File: src/design/ssc_regs.svh
`ifndef SSC_REGS_SVH
`define SSC_REGS_SVH
// Word offsets inside the control block (four words)
`define SSC_CTL_WORDS       3'h4
`define SSC_CTL_SEL_OFS     2'h0
// Word offsets inside the notification block (three words)
`define SSC_NTF_WORDS       2'h3
`define SSC_NTF_SCREEN_OFS  2'h0
`define SSC_NTF_STATUS_OFS  2'h2
// Strobe bit position in the status word
`define SSC_STROBE_BIT      4'hC
// Reset value; select value that never switches
`define SSC_SCREEN_RST      16'h0000
`define SSC_CLEAR_VALUE     16'h0000
`endif

File: src/design/ssc_pkg.sv
package ssc_pkg;
  typedef logic [15:0] ssc_word_t;   // One controller word
  typedef logic [5:0]  ssc_screen_t; // Screen attribute table index
  typedef enum logic [1:0] {
    SSC_IDLE,
    SSC_WRITE_SCREEN,
    SSC_WRITE_STATUS,
    SSC_WAIT_ACK
  } ssc_state_e;
endpackage : ssc_pkg

File: src/design/ssc_bcd_check.sv
// Checks that a word holds four valid BCD digits
module ssc_bcd_check (
  input  wire logic [15:0] word_in,  // Word to check
  output logic             bcd_ok    // High when all digits 0..9
);
  wire logic [3:0] digit_ok; // Per-digit result, one driver per bit

  // One comparator per digit
  genvar g;
  generate
    for (g = 0; g < 4; g++) begin : g_dig
      assign digit_ok[g] = (word_in[g*4 +: 4] <= 4'h9);
    end
  endgenerate

  assign bcd_ok = &digit_ok;
endmodule : ssc_bcd_check

File: src/design/ssc_core.sv
// Summary of operation
// - Read four control words; first selects screen
// - Write three notify words; screen, status
// - Screen numbers are four BCD digits
// - Select word switches only when it changes; touch needs no change
// - Controller switch updates displayed screen word
// - Change writes screen word, sets strobe
// - Strobe clears after notification delivered
// - Touch switch notifies like controller switch
// - Group member shows parent group; others show themselves
// - Group shown reports parent screen number
`include "ssc_regs.svh"
module ssc_core (
  input  wire logic        clk_sys,       // System clock, 125 MHz
  input  wire logic        rst_n,         // Sync reset, active low
  input  wire logic        ctl_valid,     // Control word read returned
  input  wire logic [1:0]  ctl_index,     // Index of returned word
  input  wire logic [15:0] ctl_data,      // Returned control word
  input  wire logic        touch_valid,   // Touch key screen request
  input  wire logic [15:0] touch_screen,  // Screen number of touch key
  input  wire logic        parent_valid,  // Selected screen is in a group
  input  wire logic [15:0] parent_screen, // Parent of selected screen
  input  wire logic        ntf_ready,     // Link accepts notify write
  output logic             ntf_valid,     // Notify write request
  output logic [1:0]       ntf_index,     // Notify word index
  output logic [15:0]      ntf_data,      // Notify word data
  output logic [15:0]      shown_screen,  // Screen now displayed
  output logic             shown_group,   // Shown as group from parent
  output logic             strobe_flag    // Screen change strobe
);
  ssc_pkg::ssc_state_e state_reg, state_next; // Notify sequencer
  ssc_pkg::ssc_word_t  last_sel_reg, last_sel_next; // Last acted select
  ssc_pkg::ssc_word_t  shown_reg, shown_next;  // Displayed screen
  logic                group_reg, group_next;  // Group display flag
  logic                strobe_reg, strobe_next; // Strobe bit
  logic [1:0]          idx_reg, idx_next;      // Notify word index
  ssc_pkg::ssc_word_t  data_reg, data_next;    // Notify word data
  logic                sel_ok;                 // Select word is BCD
  logic                touch_ok;               // Touch number is BCD
  logic                sel_hit;                // Fresh select word read
  logic                sel_chg;                // Select differs from last
  logic                do_switch;              // Screen switch this cycle
  ssc_pkg::ssc_word_t  new_screen;             // Screen being switched to

  // BCD check on both request sources
  ssc_bcd_check u_sel_chk (
    .word_in (ctl_data),
    .bcd_ok  (sel_ok)
  );
  ssc_bcd_check u_touch_chk (
    .word_in (touch_screen),
    .bcd_ok  (touch_ok)
  );

  // Decode a switch request
  always_comb begin
    sel_hit = ctl_valid && (ctl_index == `SSC_CTL_SEL_OFS);
    sel_chg = sel_hit && (ctl_data != last_sel_reg);
    new_screen = `SSC_SCREEN_RST;
    do_switch  = 1'b0;
    if (sel_chg && sel_ok && ctl_data != `SSC_CLEAR_VALUE) begin
      new_screen = ctl_data;
      do_switch  = 1'b1;
    end else if (touch_valid && touch_ok) begin
      new_screen = touch_screen;
      do_switch  = 1'b1;
    end
  end

  // Next state of display and notify sequencer
  always_comb begin
    state_next    = state_reg;
    last_sel_next = last_sel_reg;
    shown_next    = shown_reg;
    group_next    = group_reg;
    strobe_next   = strobe_reg;
    idx_next      = idx_reg;
    data_next     = data_reg;
    // Record fresh select values only when idle, so a change that
    // lands mid-notify is still seen on a later read
    if (sel_chg && state_reg == ssc_pkg::SSC_IDLE) begin
      last_sel_next = ctl_data;
    end
    case (state_reg)
      ssc_pkg::SSC_IDLE: begin
        if (do_switch) begin
          // Group member reports its parent
          if (parent_valid) begin
            shown_next = parent_screen;
            group_next = 1'b1;
          end else begin
            shown_next = new_screen;
            group_next = 1'b0;
          end
          strobe_next = 1'b1;
          idx_next    = `SSC_NTF_SCREEN_OFS;
          data_next   = parent_valid ? parent_screen : new_screen;
          state_next  = ssc_pkg::SSC_WRITE_SCREEN;
        end
      end
      ssc_pkg::SSC_WRITE_SCREEN: begin
        // Screen word first, then status word
        if (ntf_ready) begin
          idx_next   = `SSC_NTF_STATUS_OFS;
          data_next  = 16'h0000;
          data_next[`SSC_STROBE_BIT] = 1'b1;
          state_next = ssc_pkg::SSC_WRITE_STATUS;
        end
      end
      ssc_pkg::SSC_WRITE_STATUS: begin
        // Strobe delivered: write it back to zero
        if (ntf_ready) begin
          data_next   = 16'h0000;
          strobe_next = 1'b0;
          state_next  = ssc_pkg::SSC_WAIT_ACK;
        end
      end
      ssc_pkg::SSC_WAIT_ACK: begin
        // Clearing write accepted
        if (ntf_ready) begin
          state_next = ssc_pkg::SSC_IDLE;
        end
      end
      default: begin
        state_next = ssc_pkg::SSC_IDLE;
      end
    endcase
  end

  // Register all state
  always_ff @(posedge clk_sys) begin
    if (!rst_n) begin
      state_reg    <= ssc_pkg::SSC_IDLE;
      last_sel_reg <= `SSC_SCREEN_RST;
      shown_reg    <= `SSC_SCREEN_RST;
      group_reg    <= 1'b0;
      strobe_reg   <= 1'b0;
      idx_reg      <= 2'h0;
      data_reg     <= 16'h0000;
    end else begin
      state_reg    <= state_next;
      last_sel_reg <= last_sel_next;
      shown_reg    <= shown_next;
      group_reg    <= group_next;
      strobe_reg   <= strobe_next;
      idx_reg      <= idx_next;
      data_reg     <= data_next;
    end
  end

  // Outputs
  assign ntf_valid    = (state_reg != ssc_pkg::SSC_IDLE);
  assign ntf_index    = idx_reg;
  assign ntf_data     = data_reg;
  assign shown_screen = shown_reg;
  assign shown_group  = group_reg;
  assign strobe_flag  = strobe_reg;

  // Assertions
  a_switch_sets_strobe: assert property (@(posedge clk_sys)
    disable iff (!rst_n)
    (state_reg == ssc_pkg::SSC_IDLE && do_switch) |=> strobe_flag)
    else $error("strobe not set on switch");
  a_same_no_switch: assert property (@(posedge clk_sys)
    disable iff (!rst_n)
    (state_reg == ssc_pkg::SSC_IDLE && sel_hit && !sel_chg && !touch_valid)
      |=> !strobe_flag)
    else $error("switch without select change");
  a_screen_word_first: assert property (@(posedge clk_sys)
    disable iff (!rst_n)
    $rose(ntf_valid) |-> (ntf_index == 2'h0 && ntf_data == shown_screen))
    else $error("screen word not first");
  a_strobe_word_set: assert property (@(posedge clk_sys)
    disable iff (!rst_n)
    (state_reg == ssc_pkg::SSC_WRITE_SCREEN && ntf_ready)
      |=> (ntf_index == 2'h2 && ntf_data[12]))
    else $error("status word lacks strobe");
  a_strobe_clears: assert property (@(posedge clk_sys)
    disable iff (!rst_n)
    (state_reg == ssc_pkg::SSC_WRITE_STATUS && ntf_ready)
      |=> (!strobe_flag && ntf_data == 16'h0000))
    else $error("strobe not cleared");
  a_parent_report: assert property (@(posedge clk_sys)
    disable iff (!rst_n)
    (state_reg == ssc_pkg::SSC_IDLE && do_switch && parent_valid)
      |=> (shown_screen == $past(parent_screen) && shown_group))
    else $error("parent not reported");
  a_select_shown: assert property (@(posedge clk_sys)
    disable iff (!rst_n)
    (state_reg == ssc_pkg::SSC_IDLE && sel_chg && sel_ok
      && ctl_data != 16'h0000 && !parent_valid)
      |=> shown_screen == $past(ctl_data))
    else $error("select not shown");
  a_touch_shown: assert property (@(posedge clk_sys)
    disable iff (!rst_n)
    (state_reg == ssc_pkg::SSC_IDLE && touch_valid && touch_ok
      && !sel_chg && !parent_valid)
      |=> (shown_screen == $past(touch_screen) && strobe_flag))
    else $error("touch switch not reported");
  a_zero_no_switch: assert property (@(posedge clk_sys)
    disable iff (!rst_n)
    (state_reg == ssc_pkg::SSC_IDLE && sel_hit && ctl_data == 16'h0000
      && !touch_valid) |=> !strobe_flag)
    else $error("zero select switched");
  // A select read while busy must not count as acted on
  a_busy_keeps_last: assert property (@(posedge clk_sys)
    disable iff (!rst_n)
    (state_reg != ssc_pkg::SSC_IDLE) |=> $stable(last_sel_reg))
    else $error("select recorded while busy");

  c_select_switch: cover property (@(posedge clk_sys)
    disable iff (!rst_n) sel_chg && do_switch);
  c_touch_switch: cover property (@(posedge clk_sys)
    disable iff (!rst_n) touch_valid && !sel_chg && do_switch);
  c_group_switch: cover property (@(posedge clk_sys)
    disable iff (!rst_n) do_switch && parent_valid);
  c_full_notify: cover property (@(posedge clk_sys)
    disable iff (!rst_n) state_reg == ssc_pkg::SSC_WAIT_ACK && ntf_ready);
endmodule : ssc_core

File: config.mk
export PLATFORM = sky130hd
export DESIGN_NAME = ssc_core
export DESIGN_NICKNAME = d
export VERILOG_FILES = /design/src/design/ssc_pkg.sv /design/src/design/ssc_bcd_check.sv /design/src/design/ssc_core.sv
export VERILOG_INCLUDE_DIRS = /design/src /design/src/design
export SDC_FILE = /design/constraint.sdc
export NUM_CORES = 1
export LEC_CHECK = 0
export BUFFER_PORTS_ARGS = -buffer_cell sky130_fd_sc_hd__buf_2
export CAP_MARGIN = 20
export CORE_ASPECT_RATIO = 1.5
export CORE_UTILIZATION = 55
export DETAILED_ROUTE_END_ITERATION = 7
export PLACE_DENSITY = 0.83
export SETUP_SLACK_MARGIN = 0.15
export SYNTH_ARGS = -nofsm -noshare
export SYNTH_HDL_FRONTEND = slang
export SYNTH_SLANG_ARGS = --single-unit
File: constraint.sdc
create_clock -name clk_sys -period 4.1 [get_ports clk_sys]
set_input_delay 0.41 -clock clk_sys [delete_from_list [all_inputs] [get_ports clk_sys]]
set_output_delay 0.41 -clock clk_sys [all_outputs]
set_load 0.02 [all_outputs]
# [Word level (Yosys, flattened, before mapping)]
# Cells that the tools add are included.
[op_classes] order_cmp=8 n_eq_ne=8 n_mux=20 reduce_logical=20
[op_table] cell="$mux W16" n=6
[op_table] cell="$pmux W16 S3" n=1
[op_table] cell="$le A4 B4 Y1 const B" n=8
[op_table] cell="$ne A16 B16 Y1" n=1
[op_table] cell="$reduce_and A4 Y1" n=4
[op_table] cell="$reduce_bool A16 Y1" n=1
[op_table] cell="$mux W2" n=5
[op_table] cell="$ne A2 B2 Y1 const B" n=4
[op_table] cell="$pmux W2 S4" n=1
[op_table] cell="$logic_and A1 B1 Y1" n=6
[op_table] cell="$reduce_and A3 Y1" n=2
[op_table] cell="$reduce_bool A2 Y1" n=3
[op_table] cell="$mux W1" n=5
[op_table] cell="$eq A2 B2 Y1 const B" n=2
[op_table] cell="$logic_not A2 Y1" n=2
[op_table] cell="$pmux W2 S2" n=1
[op_table] cell="$reduce_bool A3 Y1" n=1
[op_table] cell="$eq A2 B1 Y1 const B" n=1
[op_table] cell="$pmux W1 S2" n=1
[op_table] cell="$reduce_and A2 Y1" n=1
[word_totals] ff_bits=54 input_bits=56 output_inout_bits=37 word_cells=63

# [Logic depth before layout (Yosys ltp)]
# Gate-level depths: netlist (run 1).
[depth] depth_word=9 depth_mapped=8 depth_no_buf=7

# [Hierarchy]
# A second synthesis (run 1) with hierarchy kept.
[hier_totals] cells_unflattened=290 hier_area_um2=2787.7
[by_module_without_submodules] mod="ssc_core" instances=1 cells_per_inst=280 area_per_inst_um2=2730.1 seq_area_each_um2=1061.0
[by_module_without_submodules] mod="ssc_bcd_check" instances=2 cells_per_inst=5 area_per_inst_um2=28.8 seq_area_each_um2=0.0

# [Worst setup path after synthesis (run 1)]
# No wires, ideal clock.
[synth_timing] path_kind="input to register" from="input ctl_data[1]" to="register data_reg[15] (netlist: ntf_data[15])" setup_time_ns=0.130 arrival_ns=1.871 path_slack_ns=2.099 cell_stages=7 n_path_buf=1 cell_sequence="xor2_1 nor4_2 nand4_2 a21o_1 o21ai_4 buf_4 o32ai_2"
[synth_between] elab_chain_cells=8 elab_cells_between_ends=14 classes_between="1 x order compare; 2 x eq/ne; 5 x mux; 6 x reduce/logical"
[synth_lines] element="start: declaration" line="ssc_core.sv:18" text="input wire logic [15:0] ctl_data,"
[synth_lines] element="$le A4 B4 Y1 or $ne A16 B16 Y1 (tied branches)" line="ssc_bcd_check.sv:12, ssc_core.sv:58"
[synth_lines] element="$reduce_and A4 Y1 or $logic_and A1 B1 Y1 (tied branches)" line="ssc_bcd_check.sv:16, ssc_core.sv:58"
[synth_lines] element="$logic_and A1 B1 Y1" line="ssc_core.sv:61" text="if (sel_chg && sel_ok && ctl_data != `SSC_CLEAR_VALUE) begin"
[synth_lines] element="$logic_and A1 B1 Y1 (no line) (*)"
[synth_lines] element="$mux W16" line="ssc_core.sv:61"
[synth_lines] element="$mux W16" line="ssc_core.sv:97" text="data_next = parent_valid ? parent_screen : new_screen;"
[synth_lines] element="$mux W16" line="ssc_core.sv:86" text="if (do_switch) begin"
[synth_lines] element="$pmux W16 S3" line="ssc_core.sv:84" text="case (state_reg)"
[synth_lines] element="end signal: assignment" line="ssc_core.sv:147" text="data_reg <= data_next;"
[synth_lines] element="end: declaration" line="ssc_core.sv:37" text="ssc_pkg::ssc_word_t data_reg, data_next;"
# Mark *: on every way between the ends. The rest lies on a longest branch, timed or not. The select of a mux whose other input is x is not followed.
# A chain may end at the register's enable or synchronous reset.

# [Final worst setup path (run 1)]
[layout_timing] from="register last_sel_reg[9]" to="register data_reg[13] (netlist: ntf_data[13])"
[layout_between] elab_chain_cells=8 elab_cells_between_ends=11 classes_between="2 x eq/ne; 5 x mux; 4 x reduce/logical"
[layout_lines] element="start: declaration" line="ssc_core.sv:32" text="ssc_pkg::ssc_word_t last_sel_reg, last_sel_next;"
[layout_lines] element="start signal: assignment" line="ssc_core.sv:134" text="last_sel_reg <= `SSC_SCREEN_RST;"
[layout_lines] element="start signal: assignment" line="ssc_core.sv:142" text="last_sel_reg <= last_sel_next;"
[layout_lines] element="$ne A16 B16 Y1 (*)" line="ssc_core.sv:58" text="sel_chg = sel_hit && (ctl_data != last_sel_reg);"
[layout_lines] element="$logic_and A1 B1 Y1 (*)" line="ssc_core.sv:58"
[layout_lines] element="$logic_and A1 B1 Y1 (*)" line="ssc_core.sv:61"
[layout_lines] element="$logic_and A1 B1 Y1 (no line) (*)"
[layout_lines] element="$mux W16" line="ssc_core.sv:61"
[layout_lines] element="$mux W16" line="ssc_core.sv:97"
[layout_lines] element="$mux W16" line="ssc_core.sv:86"
[layout_lines] element="$pmux W16 S3" line="ssc_core.sv:84"
# Marks and branches as above.

==> flow_summary.ini, run 1 <==
[power]
p_leak_nw = 1.53
irDropWorstVdd_mv = 0.257
power_density_mw_per_mm2 = 423

[clock_network]
htree_levels = 2
cts_tree = done
cts_resized = 0
path_clk_slew_ns = 0.10
clk_latency_ns = 0.31
numCtsBuffers = 5
cts.sinks = 53
post_cts_buffers = 0
postCtsHoldBufs = 0
cts_buffer_depth = 2
cts-root-buf = clkbuf_8

[critical_path]
r2r_cells = 6
r2r-start = last_sel_reg[9]$_SDFFE_PN0P_
crit_path_end_kind = register
rrSetupSlack_ns = 1.57
cp_cell_sequence = xor2_1, nor4_2, nand4_2, a21o_1, o21ai_4, o32ai_1
crit_start = last_sel_reg[9]$_SDFFE_PN0P_
path_class = register to register
crit_arrival_ns = 2.68
r2r-end = ntf_data[13]$_SDFFE_PN0P_
slowest_delay_ns = 0.51
crit_slowest_cell = nand4_2
start_kind = register
critical_path_required_ns = 4.26
cp_max_fo = 19

[sta]
fin_skew_ns = 0.00585
hold_viol = 0
fin_setup_tns_ns = 0
period_share_pct = 61.6
worst_slew_pin_slew_ns = 0.687
finalCriticalPeriod_ns = 2.53
rsz0062_at_grt = false
hold-worst-slack_ns = 0.408
fmaxAchievable_mhz = 396
drv_slew = 0
relSlewSlack_pct = 54.2
setup_viol = 0

[synth]
ys_warn_count = 0
synth.distinct_cells = 44
synth_edf_count = 0
ys.flop_type = dfxtp_1
synthesis.nets = 384
async_reset_ff_share_pct = 0
synthCells = 322
avgSynthCellArea_um2 = 8.87
synthesis.area_mm2 = 0.00286
ys_ff_latch = 53
seq_area_frac_synth_pct = 37.2

[grt]
overflow = 0
gr-usage-all-layers_pct = 30.2
grt_pass1_wl_um = 12600
antenna_found_initial = 0
grt_max_degree = 36
first_global_vias = 2627

[floorplanning]
die_y_um = 90.2
row_count = 31
core_mm2 = 0.00493
die-area_mm2 = 0.00549
floorplan.initialDensity_pct = 58.0
die_w_um = 60.8
num_io_pins = 93

[route]
antenna_left = 0
vias_per_cell = 5.99
route.detailed.drc = 0
drt_wl_total_um = 7650
drt_iter0_drc = 212
wl_per_cell_um = 16.4
first_pass_iters = 4
vias = 2792

[placement]
dp_hpwl_um = 5580
dp_cells = 458
gp_congestion = 0.924
io_buffers = 91

[finish]
final_nets = 461
drive_gt1_share_pct = 28.5
fin_cells = 466
area_growth_pct = 18.4
fin_util_pct = 68.6
antennaDiodeCount = 0

[run_status]
status = finished clean

[worst_hold_path]
min_from = ctl_data[8]
hold_path_end = last_sel_reg[8]$_SDFFE_PN0P_
hp-class = primary input to register
holdPathStages = 3

[job]
drv_cap = 0
stage by stage:
step / setup slack, ns / cell area [µm²] / power (mW)
after detailed placement: 1.34 / 3290 / 1.13
after floorplan: 2.10 / 2860 / 0.982
after CTS: 1.62 / 3380 / 1.43
after global placement: 1.36 / 3290 / 1.12
after global routing: 1.45 / 3380 / 1.51
final: 1.57 / 3380 / 1.43
cells in the final DEF (no fill, tap or decap), types with 2 or more instances in the layout:
cell type and count:
o211ai_1 2, nor4_1 5, dfxtp_1 53, a21oi_1 17, clkinv_4 2, mux2i_1 18, nor2_1 19, o21ai_0 10
nand3_1 20, inv_1 34, nor2b_1 16, o21ai_1 2, buf_2 91, nor4_2 4, a211oi_1 17, nand4_1 2
and4_1 3, o221a_2 2, clkbuf_8 5, ha_1 6, nand3_2 2, nand2_1 5, o32ai_1 29, xor2_1 16
worst max-delay path by stage:
stage                                         endpoint  slack [ns]  cells past startpoint
after floorplan              ntf_data[15]$_SDFFE_PN0P_        2.10                      7
after global placement    shown_screen[6]$_SDFFE_PN0P_        1.36                      6
after detailed placement  shown_screen[9]$_SDFFE_PN0P_        1.34                      6
after CTS                    ntf_data[13]$_SDFFE_PN0P_        1.62                      6
after global routing      shown_screen[9]$_SDFFE_PN0P_        1.45                      6
final                        ntf_data[13]$_SDFFE_PN0P_        1.57                      6
cells by family (layout without fill, tap and decap cells):
family / Yosys count / after routing / share of synthesized area [%]
other: 1 / 1 / 0.131
DFF: 53 / 53 / 37.2
xor gates and xnor gates: 16 / 16 / 4.91
muxes: 18 / 18 / 6.31
adders and majority gates: 6 / 6 / 2.63
buffers and inverters: 56 / 134 / 8.28
and+or+nand+nor: 83 / 83 / 17.0
AOI/OAI and AO/OA: 89 / 89 / 23.6
area by class of cell:
type                    instances  area, µm²
inverters                      35        131
fillers                       431       1550
well taps                      66       82.6
flip-flops and latches         53       1060
clock buffers                   5       68.8
clock inverters                 3       22.5
repair buffers                 91        455
multi-input cells             213       1560
power by group:
part           internal [mW]  switching [mW]  total (mW)
sequential             0.590          0.0477       0.637
clock                  0.122           0.182       0.303
combinational          0.180           0.311       0.490
layer usage:
metal  share of wire, %  vias to the layer above  global-route usage (%)
li1                   -                     1327                       -
met1                 39                     1307                    36.7
met2                 51                      134                    49.3
met3                5.9                       24                    5.32
met4                4.2                        0                    15.3
met5                  0                        -                       0
critical path, delay by kind of cell, from the launching register on:
family	cells	cell delay [ns]
flops	1	0.33
compound gates	3	0.98
simple gates	2	0.90
xor+xnor	1	0.16
cell usage after synthesis (2+ instances only):
cell	n	area (µm²)
nand4_1	2	12.5
ha_1	6	75.1
nand2_1	5	18.8
buf_4	4	30.0
nand3_2	2	20.0
nor2_1	19	71.3
nand3_1	20	100
o221a_2	2	22.5
a211oi_1	17	128
mux2i_1	18	180
clkbuf_1	13	48.8
buf_2	3	15.0
and4_1	3	26.3
o21ai_1	2	10.0
o211ai_1	2	15.0
nor4_1	5	31.3
nor2b_1	16	100
o32ai_1	29	254
a21oi_1	17	85.1
inv_1	34	128
nor4_2	4	50.1
dfxtp_1	53	1060
o21ai_0	10	50.1
xor2_1	16	140
(Power assumes the default switching activity.)
==> run 2: changes to the inputs <==
--- a/config.mk
+++ b/config.mk
@@ -6,12 +6,13 @@
 export SDC_FILE = /design/constraint.sdc
 export NUM_CORES = 1
 export LEC_CHECK = 0
+export ABC_AREA = 1
 export BUFFER_PORTS_ARGS = -buffer_cell sky130_fd_sc_hd__buf_2
 export CAP_MARGIN = 20
 export CORE_ASPECT_RATIO = 1.5
-export CORE_UTILIZATION = 55
+export CORE_UTILIZATION = 47
 export DETAILED_ROUTE_END_ITERATION = 7
-export PLACE_DENSITY = 0.83
+export PLACE_DENSITY = 0.73
 export SETUP_SLACK_MARGIN = 0.15
 export SYNTH_ARGS = -nofsm -noshare
 export SYNTH_HDL_FRONTEND = slang
==> constraint.sdc (replaced) <==
create_clock -name clk_sys -period 2.3 [get_ports clk_sys]
set_input_delay 0.23 -clock clk_sys [delete_from_list [all_inputs] [get_ports clk_sys]]
set_output_delay 0.23 -clock clk_sys [all_outputs]
set_load 0.02 [all_outputs]
==> run 2 against run 1 <==
Net effect:
- area after synthesis grew 14%
- largest power group is now combinational logic
- clock power up 120%
- cell area rose by 16%
- clock skew rose by 0.0045 ns
- via count is 21% higher
- fmax increased by 28%
- sequential power grew 85%
- routed wire length up 14%
- critical path type unchanged
- combinational power grew to 2.8 times the previous value
- flip-flop and latch count unchanged
- non-clock buffer count up 13
- global-route usage down 5.7 points
==> flow_summary.ini, run 2 <==
[critical_path]
start_kind = register
crit_start = last_sel_reg[12]$_SDFFE_PN0P_
cp_num_buf_inv = 3
cp_cell_sequence = inv_1, nand2_1, nand2_1, nor2_1, nand2_1, nor2_2, nand2_4, nand3_4, buf_4, o21ai_0, nand3_1, nand2_1, o21ai_0, inv_1
crit_path_end_kind = register
slowest_delay_ns = 0.35
r2r-start = last_sel_reg[12]$_SDFFE_PN0P_
path_class = register to register
critical_path_required_ns = 2.52
crit_slowest_cell = dfxtp_1
crit_arrival_ns = 2.19
crit_family = simple AND/OR/NAND/NOR gates
cpMostUsedCell = nand2_1
cp_max_fo = 18

[route]
route.detailed.drc = 0
first_pass_iters = 5
drt_iter0_drc = 150
drt_wl_total_um = 8710
wl_per_cell_um = 12.7
vias_per_cell = 4.94
antenna_left = 0
vias = 3386

[synth]
async_reset_ff_share_pct = 0
ys_ff_latch = 53
synthTopCellsByCount = nand2_1, nor2_1, inv_1
synth.distinct_cells = 31
yosysTopAreaCell = dfxtp_1
synth_edf_count = 0
synthesis.nets = 581
synthCells = 519
synth_area_leaders = dfxtp_1, nand2_1, nor2_1, inv_1, o21ai_0
synth_most_common_cell = nand2_1
seq_area_frac_synth_pct = 32.6
ys_warn_count = 0
synth_top_area_share_pct = 32.6
avgSynthCellArea_um2 = 6.28
synthesis.area_mm2 = 0.00326
ys.flop_type = dfxtp_1

[finish]
area_growth_pct = 20.1
final_common_cell = nand2_1
antennaDiodeCount = 0
final_nets = 671
final_cell_mix = nand2_1, buf_2, nor2_1
drive_gt1_share_pct = 27.2

[clock_network]
cts_tree = done
cts.sinks = 53
cts_resized = 0
path_clk_slew_ns = 0.10
cts-root-buf = clkbuf_8
clk_latency_ns = 0.31
htree_levels = 2
cts_buffer_depth = 2
numCtsBuffers = 5

[job]
drv_cap = 0

[floorplanning]
die-area_mm2 = 0.00728
num_io_pins = 93
die_y_um = 104
core_mm2 = 0.00658
row_count = 36
floorplan.initialDensity_pct = 49.6
die_w_um = 70.0

[sta]
worst_slack_ns = 0.330
drv_slew = 0
fin_setup_tns_ns = 0
relSlewSlack_pct = 66.7
period_share_pct = 85.7
finalCriticalPeriod_ns = 1.97
rsz0062_at_grt = true
hold_viol = 0
worst_slew_pin_slew_ns = 0.496
setup_viol = 0
fin_skew_ns = 0.0104
fmaxAchievable_mhz = 508

[placement]
gp_congestion = 0.918
dp_hpwl_um = 6700
io_buffers = 91
dp_slack_ns = 0.266

[power]
power_density_mw_per_mm2 = 821
irDropWorstVdd_mv = 0.473
p_leak_nw = 2.15

[grt]
gr-usage-all-layers_pct = 24.6
grt_pass1_wl_um = 14600
grt_max_degree = 37
first_global_vias = 3214
overflow = 0
antenna_found_initial = 0

[worst_hold_path]
min_from = ctl_data[4]
hp-class = primary input to register

[run_status]
status = finished clean
run 2: power breakdown:
| group | switching (mW) | internal [mW] | total (mW) |
|---|---|---|---|
| combinational | 0.894 | 0.459 | 1.35 |
| sequential | 0.102 | 1.08 | 1.18 |
| clock | 0.323 | 0.354 | 0.678 |
run 2: layout make-up:
cell class | count | area [µm²]
clock inverter | 2 | 37.5
tap | 76 | 95.1
timing repair buffer | 104 | 553
clock buffer | 6 | 82.6
multi-input combinational | 350 | 1730
fill | 652 | 2660
inverter | 95 | 358
sequential | 53 | 1060
run 2: tightest hold or removal path: cells and delay by family:
kind | cells | cell delay (ns)
buf+inv | 1 | 0.12
compound gates | 2 | 0.20
run 2: final timing paths:
path	end	slack, ns	depth (start not counted)
worst max register to register	shown_screen[12]$_SDFFE_PN0P_	0.33	14
worst min register to register	strobe_flag$_SDFFE_PN0P_	0.46	2
worst max-delay path	shown_screen[12]$_SDFFE_PN0P_	0.33	14
worst min-delay path	last_sel_reg[4]$_SDFFE_PN0P_	0.27	3
run 2: what timing repair did:
| action | in CTS | in global routing |
|---|---|---|
| setup endpoints to repair | 0 | 10 |
| buffers inserted | 0 | 4 |
| hold buffers | 0 | 0 |
run 2: cells by family after synthesis:
kind of cell	synth area share, %
AO/OA/AOI/OAI	12.0
AND/OR/NAND/NOR	38.3
flip-flops	32.6
other	0.115
adder cells (fa/ha/maj)	2.30
buffers and inverters	14.7
run 2: per-stage QoR:
| stage | hold slack [ns] | area (µm²) | power [mW] | util [%] | cells |
|---|---|---|---|---|---|
| 2_1_floorplan | 0.421 | 3260 | 2.21 | - | 519 |
| 3_3_place_gp | 0.441 | 3750 | 2.50 | 57.1 | 673 |
| 3_5_place_dp | 0.444 | 3750 | 2.53 | 57.1 | 673 |
| 4_1_cts | 0.256 | 3870 | 3.22 | 58.9 | 681 |
| 5_1_grt | 0.280 | 3920 | 3.44 | 59.5 | 686 |
| 6_report | 0.268 | 3920 | 3.21 | 59.5 | 686 |
run 2: per-layer routing:
layer  up-vias  track usage (%)  share of wire, %
li1       1776                -                 -
met1      1488             28.9                41
met2       101             43.7                51
met3        21             3.00               4.2
met4         0             11.0               3.4
met5         -                0                 0
==> run 3: changes to the inputs <==
--- a/config.mk
+++ b/config.mk
@@ -9,7 +9,6 @@
 export ABC_AREA = 1
 export BUFFER_PORTS_ARGS = -buffer_cell sky130_fd_sc_hd__buf_2
 export CAP_MARGIN = 20
-export CORE_ASPECT_RATIO = 1.5
 export CORE_UTILIZATION = 47
 export DETAILED_ROUTE_END_ITERATION = 7
 export PLACE_DENSITY = 0.73
==> run 3 against run 2 <==
Net effect:
- sequential share of layout area grew 0.20 points
- cell count is the same
- combinational power is essentially flat
- total power shrank 5.0%
- sequential power is essentially flat
- flip-flop and latch count is the same
==> flow_summary.ini, run 3 (synthesis gave the netlist of run 2 again) <==
[run_status]
status = finished clean

[critical_path]
cp_cell_sequence = inv_1, nand2_1, nand2_1, nor2_1, nand2_1, nor2_2, nand2_4, nand3_4, nand3_4, nand3_4, nand2_1, inv_1, nor2_1, nor2_1
path_class = register to register
rrSetupSlack_ns = 0.44
cp_max_fo = 17
critical_path_required_ns = 2.55
crit_family = simple AND/OR/NAND/NOR gates
crit_slowest_cell = dfxtp_1
start_kind = register
cpMostUsedCell = nand2_1
crit_arrival_ns = 2.11
cp_num_buf_inv = 2
slowest_delay_ns = 0.34
crit_path_end_kind = register

[finish]
area_growth_pct = 19.2
multi_input_area_mm2 = 0.00172
final_common_cell = nand2_1
antennaDiodeCount = 0
final_nets = 670
drive_gt1_share_pct = 26.9
fin_cells = 686
final_cell_area_mm2 = 0.00389
final_cell_mix = nand2_1, buf_2, nor2_1
regArea_mm2 = 0.00106
fill_cells = 668

[sta]
drv_slew = 0
hold_viol = 0
fmaxAchievable_mhz = 537
fin_skew_ns = 0.00714
period_share_pct = 81.0
finalCriticalPeriod_ns = 1.86
hold-worst-slack_ns = 0.273
relSlewSlack_pct = 61.8
setup_viol = 0
rsz0062_at_grt = false
worst_slew_pin_slew_ns = 0.570
fin_setup_tns_ns = 0

[route]
first_pass_iters = 5
antenna_left = 0
route.detailed.drc = 0
vias_per_cell = 4.96
drt_wl_total_um = 8410
drt_iter0_drc = 127
vias = 3403
wl_per_cell_um = 12.3

[clock_network]
postCtsHoldBufs = 0
cts_tree = done
cts.sinks = 53
cts_buffer_depth = 2
cts_resized = 0
post_cts_buffers = 0
clk_latency_ns = 0.31
htree_levels = 2
numCtsBuffers = 5
path_clk_slew_ns = 0.10
cts-root-buf = clkbuf_8

[floorplanning]
core_mm2 = 0.00653
die-area_mm2 = 0.00727
die_w_um = 85.3
die_y_um = 85.3
num_io_pins = 93
row_count = 29
floorplan.initialDensity_pct = 49.9

[placement]
placed_cell_area_mm2 = 0.00376
dp_cells = 674
dp_hpwl_um = 6290
gp_congestion = 0.876
io_buffers = 91

[power]
power_density_mw_per_mm2 = 785
p_leak_nw = 2.14
irDropWorstVdd_mv = 0.493
finalPower_mw = 3.05

[worst_hold_path]
hp-class = primary input to register

[grt]
grt_max_degree = 37
gr-usage-all-layers_pct = 23.6
overflow = 0
antenna_found_initial = 0
grt_pass1_wl_um = 13700
first_global_vias = 2994

[job]
drv_cap = 0
-- run 3: cell types whose count changed in the layout (fill, tap and decap cells not counted), sizes merged --
cell / change
bufinv: -1
nand3: -1
clkinvlp: +1
-- run 3: cell type report --
type	instances	share of cell area, %
tap	77	2.48
sequential	53	27.3
clock buffer	6	1.87
clock inverter	2	0.386
timing repair buffer	104	14.6
inverter	95	9.21
multi-input combinational	349	44.2
-- run 3: through the flow --
step	worst slack (ns)	utilization, %
after floorplan	0.466	-
after global placement	0.354	57.5
after detailed placement	0.310	57.5
after CTS	0.308	58.9
after global routing	0.213	59.5
final	0.437	59.5
-- run 3: worst min-delay path: stages --
cell	delay, ns
buf_2	0.13
o21ai_0	0.09
a21oi_1	0.10
-- run 3: routing by layer --
metal  up-vias  share of wire [%]  track usage, %
met5         -                  0               0
met4         0               0.72            5.30
met3         6                4.9            3.50
met2        98                 47            41.8
met1      1522                 47            30.3
li1       1777                  -               -
-- run 3: final timing paths --
kind / from / to / cells after the start
setup / recovery: last_sel_reg[8]$_SDFFE_PN0P_ / ntf_data[5]$_SDFFE_PN0P_ / 14
hold / removal: ctl_data[7] / last_sel_reg[7]$_SDFFE_PN0P_ / 3
setup reg to reg: last_sel_reg[8]$_SDFFE_PN0P_ / ntf_data[5]$_SDFFE_PN0P_ / 14
hold reg to reg: strobe_flag$_SDFFE_PN0P_ / strobe_flag$_SDFFE_PN0P_ / 2
-- run 3: where the power goes --
part	internal (mW)	switching [mW]
Combinational	0.447	0.877
Sequential	1.08	0.101
Clock	0.216	0.331
Total	1.74	1.31
